[src/hw/cfm_pkg.sv]
// ****************************************************************
// cfm_pkg: constants, modes, register map and flag layout of the
// transceiver fault monitor
// ****************************************************************
// assumes a 250 MHz system clock; all counts derive from it
package cfm_pkg;

  // ****************************************************************
  // timing
  // ****************************************************************
  localparam real CLK_PERIOD_NS = 4.0;
  localparam int  CNT_W         = 24;
  // dominant timeout, least time, so the count rounds up
  localparam real DTO_TIME_MS   = 1.2;
  localparam int  DTO_CYC       =
    int'($ceil(DTO_TIME_MS * 1.0e6 / CLK_PERIOD_NS));
  // bus dominant, undervoltage and bus fault filters: plain defaults
  localparam real BUSDOM_TIME_US = 4000.0;
  localparam int  BUSDOM_CYC     =
    int'($ceil(BUSDOM_TIME_US * 1.0e3 / CLK_PERIOD_NS));
  localparam real UV_TIME_US    = 1000.0;
  localparam int  UV_CYC        =
    int'($ceil(UV_TIME_US * 1.0e3 / CLK_PERIOD_NS));
  localparam real CBF_TIME_US   = 1.0;
  localparam int  CBF_CYC       =
    int'($ceil(CBF_TIME_US * 1.0e3 / CLK_PERIOD_NS));
  // supply recovery delay, typical figure
  localparam real RECOV_TIME_US = 200.0;
  localparam int  RECOV_CYC     =
    int'($ceil(RECOV_TIME_US * 1.0e3 / CLK_PERIOD_NS));

  // ****************************************************************
  // fault counting
  // ****************************************************************
  localparam int       RUN_W      = 3;
  localparam logic [2:0] RUN_LEN  = 3'h4;
  localparam int       CBF_CASES  = 6;

  // ****************************************************************
  // operating modes from the mode controller
  // ****************************************************************
  typedef enum logic [2:0] {
    CFM_NORMAL  = 3'b000,
    CFM_SILENT  = 3'b001,
    CFM_STANDBY = 3'b010,
    CFM_GOSLEEP = 3'b011,
    CFM_SLEEP   = 3'b100
  } cfm_mode_e;

  // ****************************************************************
  // register map (byte addresses) and reset values
  // ****************************************************************
  localparam logic [7:0]  REG_CTRL   = 8'h00;
  localparam logic [7:0]  REG_STATUS = 8'h04;
  localparam logic [7:0]  REG_SUPPLY = 8'h08;
  localparam logic [1:0]  CTRL_RST   = 2'h3;
  localparam int          CTRL_DRV   = 0;
  localparam int          CTRL_FLT   = 1;

  // flag set, also the layout of the status register
  typedef struct packed {
    logic bus_fault_flag;
    logic tx_clamped_flag;
    logic tx_dominant_timeout_flag;
    logic tx_rx_short_flag;
    logic bus_stuck_dominant_flag;
    logic thermal_shutdown_flag;
    logic local_ind;
  } cfm_flags_s;

endpackage : cfm_pkg

[src/hw/cfm_monitor.sv]
// cfm_monitor: fault supervision of a CAN transceiver with AHB-Lite regs
// assumes line inputs synchronous to sys_clk_i; mode from mode controller
// Behaviour
// - in normal mode, four clean transmit rising edges clear bus fault
// - a bus fault never leaves the active bus state
// - six bus short cases, each counted after the filter time
// - transmit low on entering active state sets clamp, driver off
// - clamp clears at reset, clean entry, or tx high with rx low and no other local fault
// - transmit low past the dominant timeout sets flag, driver off
// - timeout flag clears on transmit rising edge or listed modes
// - receive output follows the bus during clamp or timeout
// - tx and rx shorted for the timeout sets short flag, driver off
// - short flag clears on rising edge with rx low or listed modes
// - bus dominant too long sets flag; rx rising or modes clear it
// - local faults other than heat shown on fault output only after normal to silent
// - every other mode transition clears the local fault indication
// - thermal input disables driver and shows fault while asserted
// - battery undervoltage forces the bus-off protected state
// - logic undervoltage: autonomous bus, rx high, sleep after filter
// - io undervoltage: standby, then sleep after the filter time
// - supply ready output set a recovery delay after supplies return
// - transmit idles recessive; low-power default for absent strobes
// - bus fault over four transmit rising edges sets flag, normal only
// - bus fault, latched local indication and heat are ORed onto the active-low fault output when its enable is set
//
// Local design decisions: the AHB-Lite register port and the register addresses.
`timescale 1ns/1ps
module cfm_monitor #(
  parameter int unsigned DTO_CYC    = cfm_pkg::DTO_CYC,
  parameter int unsigned BUSDOM_CYC = cfm_pkg::BUSDOM_CYC,
  parameter int unsigned UV_CYC     = cfm_pkg::UV_CYC,
  parameter int unsigned CBF_CYC    = cfm_pkg::CBF_CYC,
  parameter int unsigned RECOV_CYC  = cfm_pkg::RECOV_CYC
) (
  // clock, reset, enable
  input  wire logic                      sys_clk_i,
  input  wire logic                      srst_i,
  input  wire logic                      clk_en_i,
  // controller side lines (1 = recessive)
  input  wire logic                      tx_i,
  input  wire logic                      rx_pin_i,
  // bus receiver and detectors
  input  wire logic                      rx_bus_i,
  input  wire logic [5:0]                bus_short_i,
  input  wire logic                      thermal_i,
  input  wire logic                      uv_battery_i,
  input  wire logic                      uv_logic_i,
  input  wire logic                      uv_io_i,
  // mode controller
  input  wire cfm_pkg::cfm_mode_e        mode_i,
  // AHB-Lite slave
  input  wire logic                      hsel_i,
  input  wire logic [31:0]               haddr_i,
  input  wire logic [1:0]                htrans_i,
  input  wire logic                      hwrite_i,
  input  wire logic [2:0]                hsize_i,
  input  wire logic [31:0]               hwdata_i,
  input  wire logic                      hready_i,
  output logic [31:0]                    hrdata_o,
  output logic                           hreadyout_o,
  output logic                           hresp_o,
  // transceiver controls
  output logic                           drv_en_o,
  output logic                           rx_o,
  output logic                           fault_indicator_n_o,
  output logic                           bus_off_o,
  output logic                           autonomous_o,
  output logic                           wake_inhibit_o,
  output logic                           force_standby_o,
  output logic                           force_sleep_o,
  output logic                           supply_ready_o
);

  // ****************************************************************
  // input capture and edges
  // ****************************************************************
  logic                 tx_q;
  logic                 rx_bus_q;
  cfm_pkg::cfm_mode_e   mode_q;
  logic                 active_q;

  // edge and mode transition decode
  wire tx_rise   = tx_i && !tx_q;
  wire tx_fall   = !tx_i && tx_q;
  wire rx_rise   = rx_bus_i && !rx_bus_q;
  wire mode_chg  = mode_i != mode_q;
  wire in_normal = mode_i == cfm_pkg::CFM_NORMAL;
  wire in_silent = mode_i == cfm_pkg::CFM_SILENT;
  wire n_to_s    = mode_chg && in_silent &&
                   mode_q == cfm_pkg::CFM_NORMAL;
  wire into_clr  = mode_chg && !in_silent;
  wire other_chg = mode_chg && !n_to_s;
  wire uv_any    = uv_battery_i || uv_logic_i || uv_io_i;
  wire active    = in_normal && !uv_any;
  wire act_entry = active && !active_q;

  // tx resets recessive so an idle line never counts as dominant
  always_ff @(posedge sys_clk_i) begin
    if (srst_i) begin
      tx_q     <= 1'b1;
      rx_bus_q <= 1'b1;
      mode_q   <= cfm_pkg::CFM_SLEEP;
      active_q <= 1'b0;
    end else if (clk_en_i) begin
      tx_q     <= tx_i;
      rx_bus_q <= rx_bus_i;
      mode_q   <= mode_i;
      active_q <= active;
    end
  end

  // ****************************************************************
  // dwell timers
  // ****************************************************************
  logic dto_hit;
  logic short_hit;
  logic dom_hit;
  logic uvl_hit;
  logic uvi_hit;
  logic recov_hit;
  logic [5:0] cbf_hit;

  // tx low restarts on each falling edge, counted in the active state
  cfm_timer u_dto (
    .sys_clk_i (sys_clk_i),
    .srst_i    (srst_i),
    .clk_en_i  (clk_en_i),
    .run_i     (!tx_i && !tx_fall && active),
    .limit_i   (cfm_pkg::CNT_W'(DTO_CYC)),
    .hit_o     (dto_hit)
  );

  // pins tied: rx pin follows tx instead of what we drive
  wire short_cond = (rx_pin_i == tx_i) && (rx_pin_i != rx_o);
  cfm_timer u_short (
    .sys_clk_i (sys_clk_i),
    .srst_i    (srst_i),
    .clk_en_i  (clk_en_i),
    .run_i     (short_cond),
    .limit_i   (cfm_pkg::CNT_W'(DTO_CYC)),
    .hit_o     (short_hit)
  );

  cfm_timer u_dom (
    .sys_clk_i (sys_clk_i),
    .srst_i    (srst_i),
    .clk_en_i  (clk_en_i),
    .run_i     (!rx_bus_i),
    .limit_i   (cfm_pkg::CNT_W'(BUSDOM_CYC)),
    .hit_o     (dom_hit)
  );

  cfm_timer u_uvl (
    .sys_clk_i (sys_clk_i),
    .srst_i    (srst_i),
    .clk_en_i  (clk_en_i),
    .run_i     (uv_logic_i),
    .limit_i   (cfm_pkg::CNT_W'(UV_CYC)),
    .hit_o     (uvl_hit)
  );

  cfm_timer u_uvi (
    .sys_clk_i (sys_clk_i),
    .srst_i    (srst_i),
    .clk_en_i  (clk_en_i),
    .run_i     (uv_io_i),
    .limit_i   (cfm_pkg::CNT_W'(UV_CYC)),
    .hit_o     (uvi_hit)
  );

  // recovery waits for all supplies valid for the whole delay
  cfm_timer u_recov (
    .sys_clk_i (sys_clk_i),
    .srst_i    (srst_i),
    .clk_en_i  (clk_en_i),
    .run_i     (!uv_any),
    .limit_i   (cfm_pkg::CNT_W'(RECOV_CYC)),
    .hit_o     (recov_hit)
  );

  // one filter per short case, only judged while sending dominant
  for (genvar i = 0; i < cfm_pkg::CBF_CASES; i++) begin : g_cbf
    cfm_timer u_cbf (
      .sys_clk_i (sys_clk_i),
      .srst_i    (srst_i),
      .clk_en_i  (clk_en_i),
      .run_i     (bus_short_i[i] && !tx_i && drv_en_o),
      .limit_i   (cfm_pkg::CNT_W'(CBF_CYC)),
      .hit_o     (cbf_hit[i])
    );
  end

  // ****************************************************************
  // bus fault edge runs
  // ****************************************************************
  logic cbf_seen;
  logic cbf_set;
  logic cbf_clr;

  // remember a filtered fault within the current dominant bit
  always_ff @(posedge sys_clk_i) begin
    if (srst_i) begin
      cbf_seen <= 1'b0;
    end else if (clk_en_i) begin
      if (|cbf_hit) cbf_seen <= 1'b1;
      else if (tx_rise) cbf_seen <= 1'b0;
    end
  end

  wire cbf_now = cbf_seen || (|cbf_hit);

  cfm_run_cnt u_run_bad (
    .sys_clk_i (sys_clk_i),
    .srst_i    (srst_i),
    .clk_en_i  (clk_en_i),
    .clr_i     (!in_normal),
    .step_i    (tx_rise && in_normal),
    .qual_i    (cbf_now),
    .done_o    (cbf_set)
  );

  cfm_run_cnt u_run_good (
    .sys_clk_i (sys_clk_i),
    .srst_i    (srst_i),
    .clk_en_i  (clk_en_i),
    .clr_i     (!in_normal),
    .step_i    (tx_rise && in_normal),
    .qual_i    (!cbf_now),
    .done_o    (cbf_clr)
  );

  // ****************************************************************
  // fault flags
  // ****************************************************************
  cfm_pkg::cfm_flags_s flags;
  cfm_pkg::cfm_flags_s next_flags;

  wire other_local = flags.tx_dominant_timeout_flag ||
                     flags.tx_rx_short_flag ||
                     flags.bus_stuck_dominant_flag ||
                     flags.thermal_shutdown_flag;
  wire any_local   = other_local || flags.tx_clamped_flag;

  // set wins over clear on every hardware-set flag
  always_comb begin
    next_flags = flags;
    // bus fault: normal mode only, leaving normal drops it
    if (cbf_set) next_flags.bus_fault_flag = 1'b1;
    else if (cbf_clr || !in_normal)
      next_flags.bus_fault_flag = 1'b0;
    // clamp decided on entry to the active state
    if (act_entry && !tx_i) next_flags.tx_clamped_flag = 1'b1;
    else if (act_entry ||
             (tx_i && !rx_bus_i && !other_local))
      next_flags.tx_clamped_flag = 1'b0;
    if (dto_hit) next_flags.tx_dominant_timeout_flag = 1'b1;
    else if (tx_rise || into_clr)
      next_flags.tx_dominant_timeout_flag = 1'b0;
    if (short_hit) next_flags.tx_rx_short_flag = 1'b1;
    else if ((tx_rise && !rx_pin_i) || into_clr)
      next_flags.tx_rx_short_flag = 1'b0;
    if (dom_hit) next_flags.bus_stuck_dominant_flag = 1'b1;
    else if (rx_rise || into_clr)
      next_flags.bus_stuck_dominant_flag = 1'b0;
    // heat follows the detector level directly
    next_flags.thermal_shutdown_flag = thermal_i;
    // indication latched only on the normal to silent step
    if (n_to_s && any_local) next_flags.local_ind = 1'b1;
    else if (other_chg) next_flags.local_ind = 1'b0;
  end

  always_ff @(posedge sys_clk_i) begin
    if (srst_i) flags <= '0;
    else if (clk_en_i) flags <= next_flags;
  end

  // ****************************************************************
  // register interface
  // ****************************************************************
  logic [1:0]  ctrl;
  logic        wr_pend;
  logic [7:0]  wr_addr;

  wire ahb_go  = hsel_i && hready_i && htrans_i[1];
  wire hit_hi  = haddr_i[31:8] == 24'h000000;
  wire [7:0] a = haddr_i[7:0];
  wire [31:0] rd_ctrl   = {30'h0, ctrl};
  wire [31:0] rd_status = {25'h0, flags};
  wire [31:0] rd_supply = {23'h0, supply_ready_o, force_sleep_o,
                           force_standby_o, autonomous_o, bus_off_o,
                           1'b0, mode_q};

  // read decode; unmapped words read zero
  wire [31:0] rd_val =
    !hit_hi               ? 32'h0 :
    (a == cfm_pkg::REG_CTRL)   ? rd_ctrl :
    (a == cfm_pkg::REG_STATUS) ? rd_status :
    (a == cfm_pkg::REG_SUPPLY) ? rd_supply : 32'h0;

  // zero-wait slave: read data latched in the address phase
  always_ff @(posedge sys_clk_i) begin
    if (srst_i) begin
      hrdata_o    <= 32'h0;
      hreadyout_o <= 1'b0;
      hresp_o     <= 1'b0;
      wr_pend     <= 1'b0;
      wr_addr     <= 8'h0;
    end else if (clk_en_i) begin
      hreadyout_o <= 1'b1;
      hresp_o     <= 1'b0;
      wr_pend     <= ahb_go && hwrite_i && hit_hi;
      wr_addr     <= a;
      if (ahb_go && !hwrite_i) hrdata_o <= rd_val;
    end
  end

  // control write in the data phase; other offsets ignore writes
  always_ff @(posedge sys_clk_i) begin
    if (srst_i) ctrl <= cfm_pkg::CTRL_RST;
    else if (clk_en_i && wr_pend && wr_addr == cfm_pkg::REG_CTRL)
      ctrl <= hwdata_i[1:0];
  end

  // ****************************************************************
  // transceiver outputs
  // ****************************************************************
  // bus faults stay out of this term so the node keeps talking
  wire mode_drv = active && ctrl[cfm_pkg::CTRL_DRV];
  wire next_drv = mode_drv &&
                  !flags.tx_clamped_flag &&
                  !flags.tx_dominant_timeout_flag &&
                  !flags.tx_rx_short_flag &&
                  !thermal_i;

  // receiver keeps mirroring the bus through local faults
  wire next_rx = uv_logic_i ? 1'b1 :
                 (in_normal || in_silent) ? rx_bus_i :
                 1'b1;

  wire next_flt = (flags.bus_fault_flag && in_normal) ||
                  flags.local_ind || thermal_i;

  // sleep demanded once either filtered undervoltage has lasted
  wire next_sleep = uvl_hit || uvi_hit;

  always_ff @(posedge sys_clk_i) begin
    if (srst_i) begin
      drv_en_o            <= 1'b0;
      rx_o                <= 1'b1;
      fault_indicator_n_o <= 1'b1;
      bus_off_o           <= 1'b0;
      autonomous_o        <= 1'b0;
      wake_inhibit_o      <= 1'b0;
      force_standby_o     <= 1'b0;
      force_sleep_o       <= 1'b0;
      supply_ready_o      <= 1'b0;
    end else if (clk_en_i) begin
      drv_en_o            <= next_drv && !uv_any;
      rx_o                <= next_rx;
      fault_indicator_n_o <= !(next_flt &&
                               ctrl[cfm_pkg::CTRL_FLT]);
      bus_off_o           <= uv_battery_i;
      autonomous_o        <= uv_logic_i;
      wake_inhibit_o      <= uv_logic_i;
      force_standby_o     <= uv_io_i;
      if (next_sleep) force_sleep_o <= 1'b1;
      else if (!uv_logic_i && !uv_io_i) force_sleep_o <= 1'b0;
      supply_ready_o      <= recov_hit;
    end
  end

endmodule : cfm_monitor

[src/hw/cfm_timer.sv]
// cfm_timer: dwell timer, reports once a condition has held long enough
// assumes run is synchronous to sys_clk_i
`timescale 1ns/1ps
module cfm_timer (
  // clock and reset
  input  wire logic                      sys_clk_i,
  input  wire logic                      srst_i,
  input  wire logic                      clk_en_i,
  // condition and threshold
  input  wire logic                      run_i,
  input  wire logic [cfm_pkg::CNT_W-1:0] limit_i,
  output logic                           hit_o
);
  logic [cfm_pkg::CNT_W-1:0] cnt;

  // count while run holds, restart when it drops; saturates at limit
  always_ff @(posedge sys_clk_i) begin
    if (srst_i) begin
      cnt <= '0;
    end else if (clk_en_i) begin
      if (!run_i) cnt <= '0;
      else if (cnt != limit_i) cnt <= cnt + 1'b1;
    end
  end

  assign hit_o = run_i && (cnt == limit_i);
endmodule : cfm_timer

[src/hw/cfm_run_cnt.sv]
// cfm_run_cnt: counts consecutive qualified transmit edges
// assumes step_i is a one-cycle pulse per edge
`timescale 1ns/1ps
module cfm_run_cnt (
  // clock and reset
  input  wire logic sys_clk_i,
  input  wire logic srst_i,
  input  wire logic clk_en_i,
  // events
  input  wire logic clr_i,
  input  wire logic step_i,
  input  wire logic qual_i,
  output logic      done_o
);
  logic [cfm_pkg::RUN_W-1:0] cnt;

  // an unqualified edge breaks the run
  always_ff @(posedge sys_clk_i) begin
    if (srst_i) begin
      cnt <= '0;
    end else if (clk_en_i) begin
      if (clr_i) cnt <= '0;
      else if (step_i && !qual_i) cnt <= '0;
      else if (step_i && cnt != cfm_pkg::RUN_LEN) cnt <= cnt + 1'b1;
    end
  end

  assign done_o = step_i && qual_i &&
                  (cnt == cfm_pkg::RUN_LEN - 3'h1);
endmodule : cfm_run_cnt

[config.mk]
export PLATFORM = sky130hd
export DESIGN_NAME = cfm_monitor
export DESIGN_NICKNAME = d
export VERILOG_FILES = /design/src/hw/cfm_pkg.sv /design/src/hw/cfm_monitor.sv /design/src/hw/cfm_timer.sv /design/src/hw/cfm_run_cnt.sv
export SDC_FILE = /design/constraint.sdc
export NUM_CORES = 1
export LEC_CHECK = 0
export BUFFER_PORTS_ARGS = -buffer_cell sky130_fd_sc_hd__buf_4
export CAP_MARGIN = 10
export CORE_UTILIZATION = 45
export CTS_CLUSTER_SIZE = 24
export DETAILED_ROUTE_END_ITERATION = 10
export HOLD_SLACK_MARGIN = 0.1
export PLACE_DENSITY = 0.62
export SETUP_SLACK_MARGIN = 0.15
export SLEW_MARGIN = 20
export SYNTH_ARGS = -nofsm -noshare
export SYNTH_HDL_FRONTEND = slang
export SYNTH_SLANG_ARGS = --single-unit
[constraint.sdc]
create_clock -name sys_clk_i -period 3.47 [get_ports sys_clk_i]
set_input_delay 0.1735 -clock sys_clk_i [delete_from_list [all_inputs] [get_ports sys_clk_i]]
set_output_delay 0.1735 -clock sys_clk_i [all_outputs]
set_load 0.1 [all_outputs]
==> flow_metrics.env <==
export IMPL_synth_enable_flop_cells=0
export IMPL_cp_startpoint="g_cbf[5].u_cbf.cnt[0]$_SDFFE_PP0P_"
export IMPL_ios=134
export IMPL_finalSetupViolCount=0
export IMPL_power_density_nw_per_um2=465
export IMPL_pre_cts_ws_ns=0.721
export IMPL_leakagePower_nw=6.45
export IMPL_clk_path_buf_depth=3
export IMPL_worstPathArrival_ns=3.19
export IMPL_max_cap_violations=0
export IMPL_area_growth_syn_to_layout_pct=15.6
export IMPL_hp_start="haddr_i[29]"
export IMPL_period_needed_ns=2.72
export IMPL_tns_ns=0
export IMPL_drt_iter0_markers=606
export IMPL_wire_per_inst_um=13.6
export IMPL_dieArea_sq_um=36100
export IMPL_reg2reg_from="g_cbf[5].u_cbf.cnt[0]$_SDFFE_PP0P_"
export IMPL_final_common_cell="nor2_1"
export IMPL_vias_per_cell=5.19
export IMPL_cp_buffers_inverters=1
export IMPL_fin_util_pct=53.1
export IMPL_async_flop_share_pct=0
export IMPL_critPathCaptureType="flip-flop"
export IMPL_startpoint_type="flip-flop"
export IMPL_grt_pass1_vias=12000
export IMPL_dpl_hpwl_um=22800
export IMPL_synthCells=1887
export IMPL_crit_slowest_cell="a2111oi_0"
export IMPL_final_cell_count_no_fill=2467
export IMPL_clock_skew_ns=0.0202
export IMPL_synth_area_sq_um=15900
export IMPL_fmax_mhz=367
export IMPL_fin_ws_ns=0.747
export IMPL_antennaDiodeCount=0
export IMPL_grt_pass1_wl_um=56600
export IMPL_rsz0062_at_grt="false"
export IMPL_critPathMaxFanout=6
export IMPL_fin_crit_sh_pct=78.5
export IMPL_overflow=0
export IMPL_busiest_layer="met2"
export IMPL_grt_antenna_before_repair=0
export IMPL_drc_errors=0
export IMPL_dp_cells=2370
export IMPL_avgSynthCellArea_sq_um=8.43
export IMPL_clkTransAtPathRegs_ns=0.06
export IMPL_clockRootBuffer="clkbuf_16"
export IMPL_peakVddDrop_v=0.000376
export IMPL_grt_max_degree=60
export IMPL_h_tree_depth=2
export IMPL_dieHeight_um=190
export IMPL_ant_nets=0
export IMPL_via_count=12800
export IMPL_worst_endpoint_required_ns=3.94
export IMPL_grt_util_met1_pct=25.2
export IMPL_start_util_pct=45.9
export IMPL_status="complete, no violations"
export IMPL_yosysWarnings=0
export IMPL_synth_distinct_cells=66
export IMPL_totalWireLength_um=33500
export IMPL_ys_ff_latch=337
export IMPL_clock_latency_ns=0.53
export IMPL_relSlewSlack_pct=37.8
export IMPL_final_cell_mix="nor2_1, dfxtp_1, xor2_1"
export IMPL_worstPathCellList="inv_1, ha_1, nor4bb_1, and4_1, and2_1, or4_4, or3_4, a2111oi_0, mux2_1"
export IMPL_hold_class="in2reg"
export IMPL_num_rows=68
export IMPL_ys_flop_type="dfxtp_1"
export IMPL_grt_use_met3_pct=3.04
export IMPL_cts_buffers_inserted=40
export IMPL_num_fill_cells=3207
export IMPL_worst_slew_pin_slew_ns=0.926
export IMPL_dr_pass1_iters=6
export IMPL_portBuffers=75
export IMPL_core_area_sq_um=34600
export IMPL_nets=2105
export IMPL_cts_resized=0
export IMPL_routabilityCongestion=0.783
export IMPL_critPathKind="reg2reg"
export IMPL_track_usage_pct=18.6
export IMPL_slowest_delay_ns=0.45
export IMPL_seq_area_frac_synth_pct=42.4
export IMPL_finalHoldViolCount=0
export IMPL_crit_family="simple AND/OR/NAND/NOR gates"
export IMPL_cts_sinks=337
export IMPL_report_final_slew_viol_count=0
export IMPL_gr_usage_met2_pct=30.5
export IMPL_chipWidth_um=190
export IMPL_cts_tree="yes"
export IMPL_drive_gt1_share_pct=8.40
-- metrics by stage --
stage / hold WS (ns) / area (sq um) / total power (W)
detailed placement: 0.428 / 16800 / 0.00444
global route: 0.131 / 18400 / 0.00887
CTS: 0.102 / 18400 / 0.00867
finish: 0.115 / 18400 / 0.00856
floorplan: 0.296 / 16000 / 0.00434
global placement: 0.419 / 16800 / 0.00444
-- flip-flops by register name, indices dropped and copies added (netlist names), 3 cells and up --
signal	flops
u_run_bad.cnt	3
mode_q	3
u_recov.cnt	24
hrdata_o	9
flags	7
u_dto.cnt	24
u_uvl.cnt	24
u_uvi.cnt	24
u_dom.cnt	24
g_cbf.u_cbf.cnt	144
u_run_good.cnt	3
wr_addr	8
u_short.cnt	24
-- cell usage after synthesis (3+ instances only) --
| master | number | area, sq um |
|---|---|---|
| a21o_1 | 11 | 82.6 |
| buf_4 | 25 | 188 |
| a211o_1 | 6 | 52.6 |
| buf_6 | 3 | 33.8 |
| clkbuf_1 | 41 | 154 |
| nor3b_1 | 3 | 22.5 |
| nor2b_1 | 17 | 106 |
| dfxtp_1 | 337 | 6750 |
| a22oi_1 | 4 | 30.0 |
| and2_1 | 14 | 87.6 |
| nand2b_1 | 5 | 31.3 |
| nor4_1 | 42 | 263 |
| and3b_1 | 3 | 26.3 |
| nor4bb_1 | 6 | 60.1 |
| or4_1 | 6 | 45.0 |
| mux2_1 | 3 | 33.8 |
| and4_1 | 20 | 175 |
| o21ai_0 | 43 | 215 |
| xnor2_1 | 97 | 850 |
| or3_1 | 39 | 244 |
| a31oi_1 | 3 | 18.8 |
| mux2i_1 | 15 | 150 |
| a22o_1 | 4 | 35.0 |
| or2_2 | 5 | 31.3 |
| nor4b_1 | 21 | 184 |
| o2111ai_1 | 6 | 52.6 |
| and3_1 | 43 | 269 |
| ha_1 | 30 | 375 |
| nor3_1 | 47 | 235 |
| a2111oi_0 | 3 | 26.3 |
| buf_1 | 7 | 26.3 |
| nand4_1 | 65 | 407 |
| nand3_1 | 106 | 531 |
| a21oi_1 | 60 | 300 |
| nand2_1 | 125 | 469 |
| xor2_1 | 147 | 1290 |
| nor2_1 | 361 | 1360 |
| inv_1 | 68 | 255 |
| buf_2 | 6 | 30.0 |
-- worst reg2reg max path: stages (launching register included) --
cell,delay (ns)
dfxtp_1,0.38
inv_1,0.06
ha_1,0.20
nor4bb_1,0.14
and4_1,0.23
and2_1,0.20
or4_4,0.44
or3_4,0.38
a2111oi_0,0.45
mux2_1,0.20
-- kinds of logic after synthesis --
kind of cell / synth area share [%]
simple gates: 29.7
flops: 42.4
xor+xnor: 13.4
compound gates: 6.58
buf+inv: 4.32
fa+ha+maj: 2.36
mux: 1.16
other cells: 0.0236
-- per-layer routing --
layer | up-vias | share of wire (%)
met5 | - | 0
met2 | 191 | 46
li1 | 6624 | -
met3 | 31 | 3.6
met4 | 0 | 1.4
met1 | 5952 | 49
-- power by group --
group	internal, W	leakage [nW]	total (W)	switching (W)
Combinational	0.000127	3.07	0.000464	0.000336
Clock	0.00259	0.661	0.00417	0.00158
Sequential	0.00390	2.72	0.00392	0.0000240
-- repair_timing --
item / CTS / global route
setup endpoints to repair: 0 / 0
buffers inserted: 0 / 0
endpoints found under the hold margin: 35 / 0
hold buffers: 27 / 0
-- cell type report --
class                           count  area (sq um)  share of cell area (%)
Timing Repair Buffer              114           923                    5.02
Tap cell                          455           569                    3.10
Sequential cell                   337          6750                    36.7
Inverter                           68           255                    1.39
Multi-Input combinational cell   1423          8560                    46.5
Clock inverter                      8           101                   0.551
Clock buffer                       62          1230                    6.72
-- path summary, 6_finish.rpt --
path | end | slack (ns) | cells past startpoint
max | u_run_good.cnt[2]$_SDFFE_PP0P_ | 0.75 | 9
min | hrdata_o[0]$_SDFFE_PP0P_ | 0.11 | 6
max reg2reg | u_run_good.cnt[2]$_SDFFE_PP0P_ | 0.75 | 9
min reg2reg | rx_bus_q$_SDFFE_PP1P_ | 0.46 | 1
No activity file was read; power rests on OpenSTA's default activity.
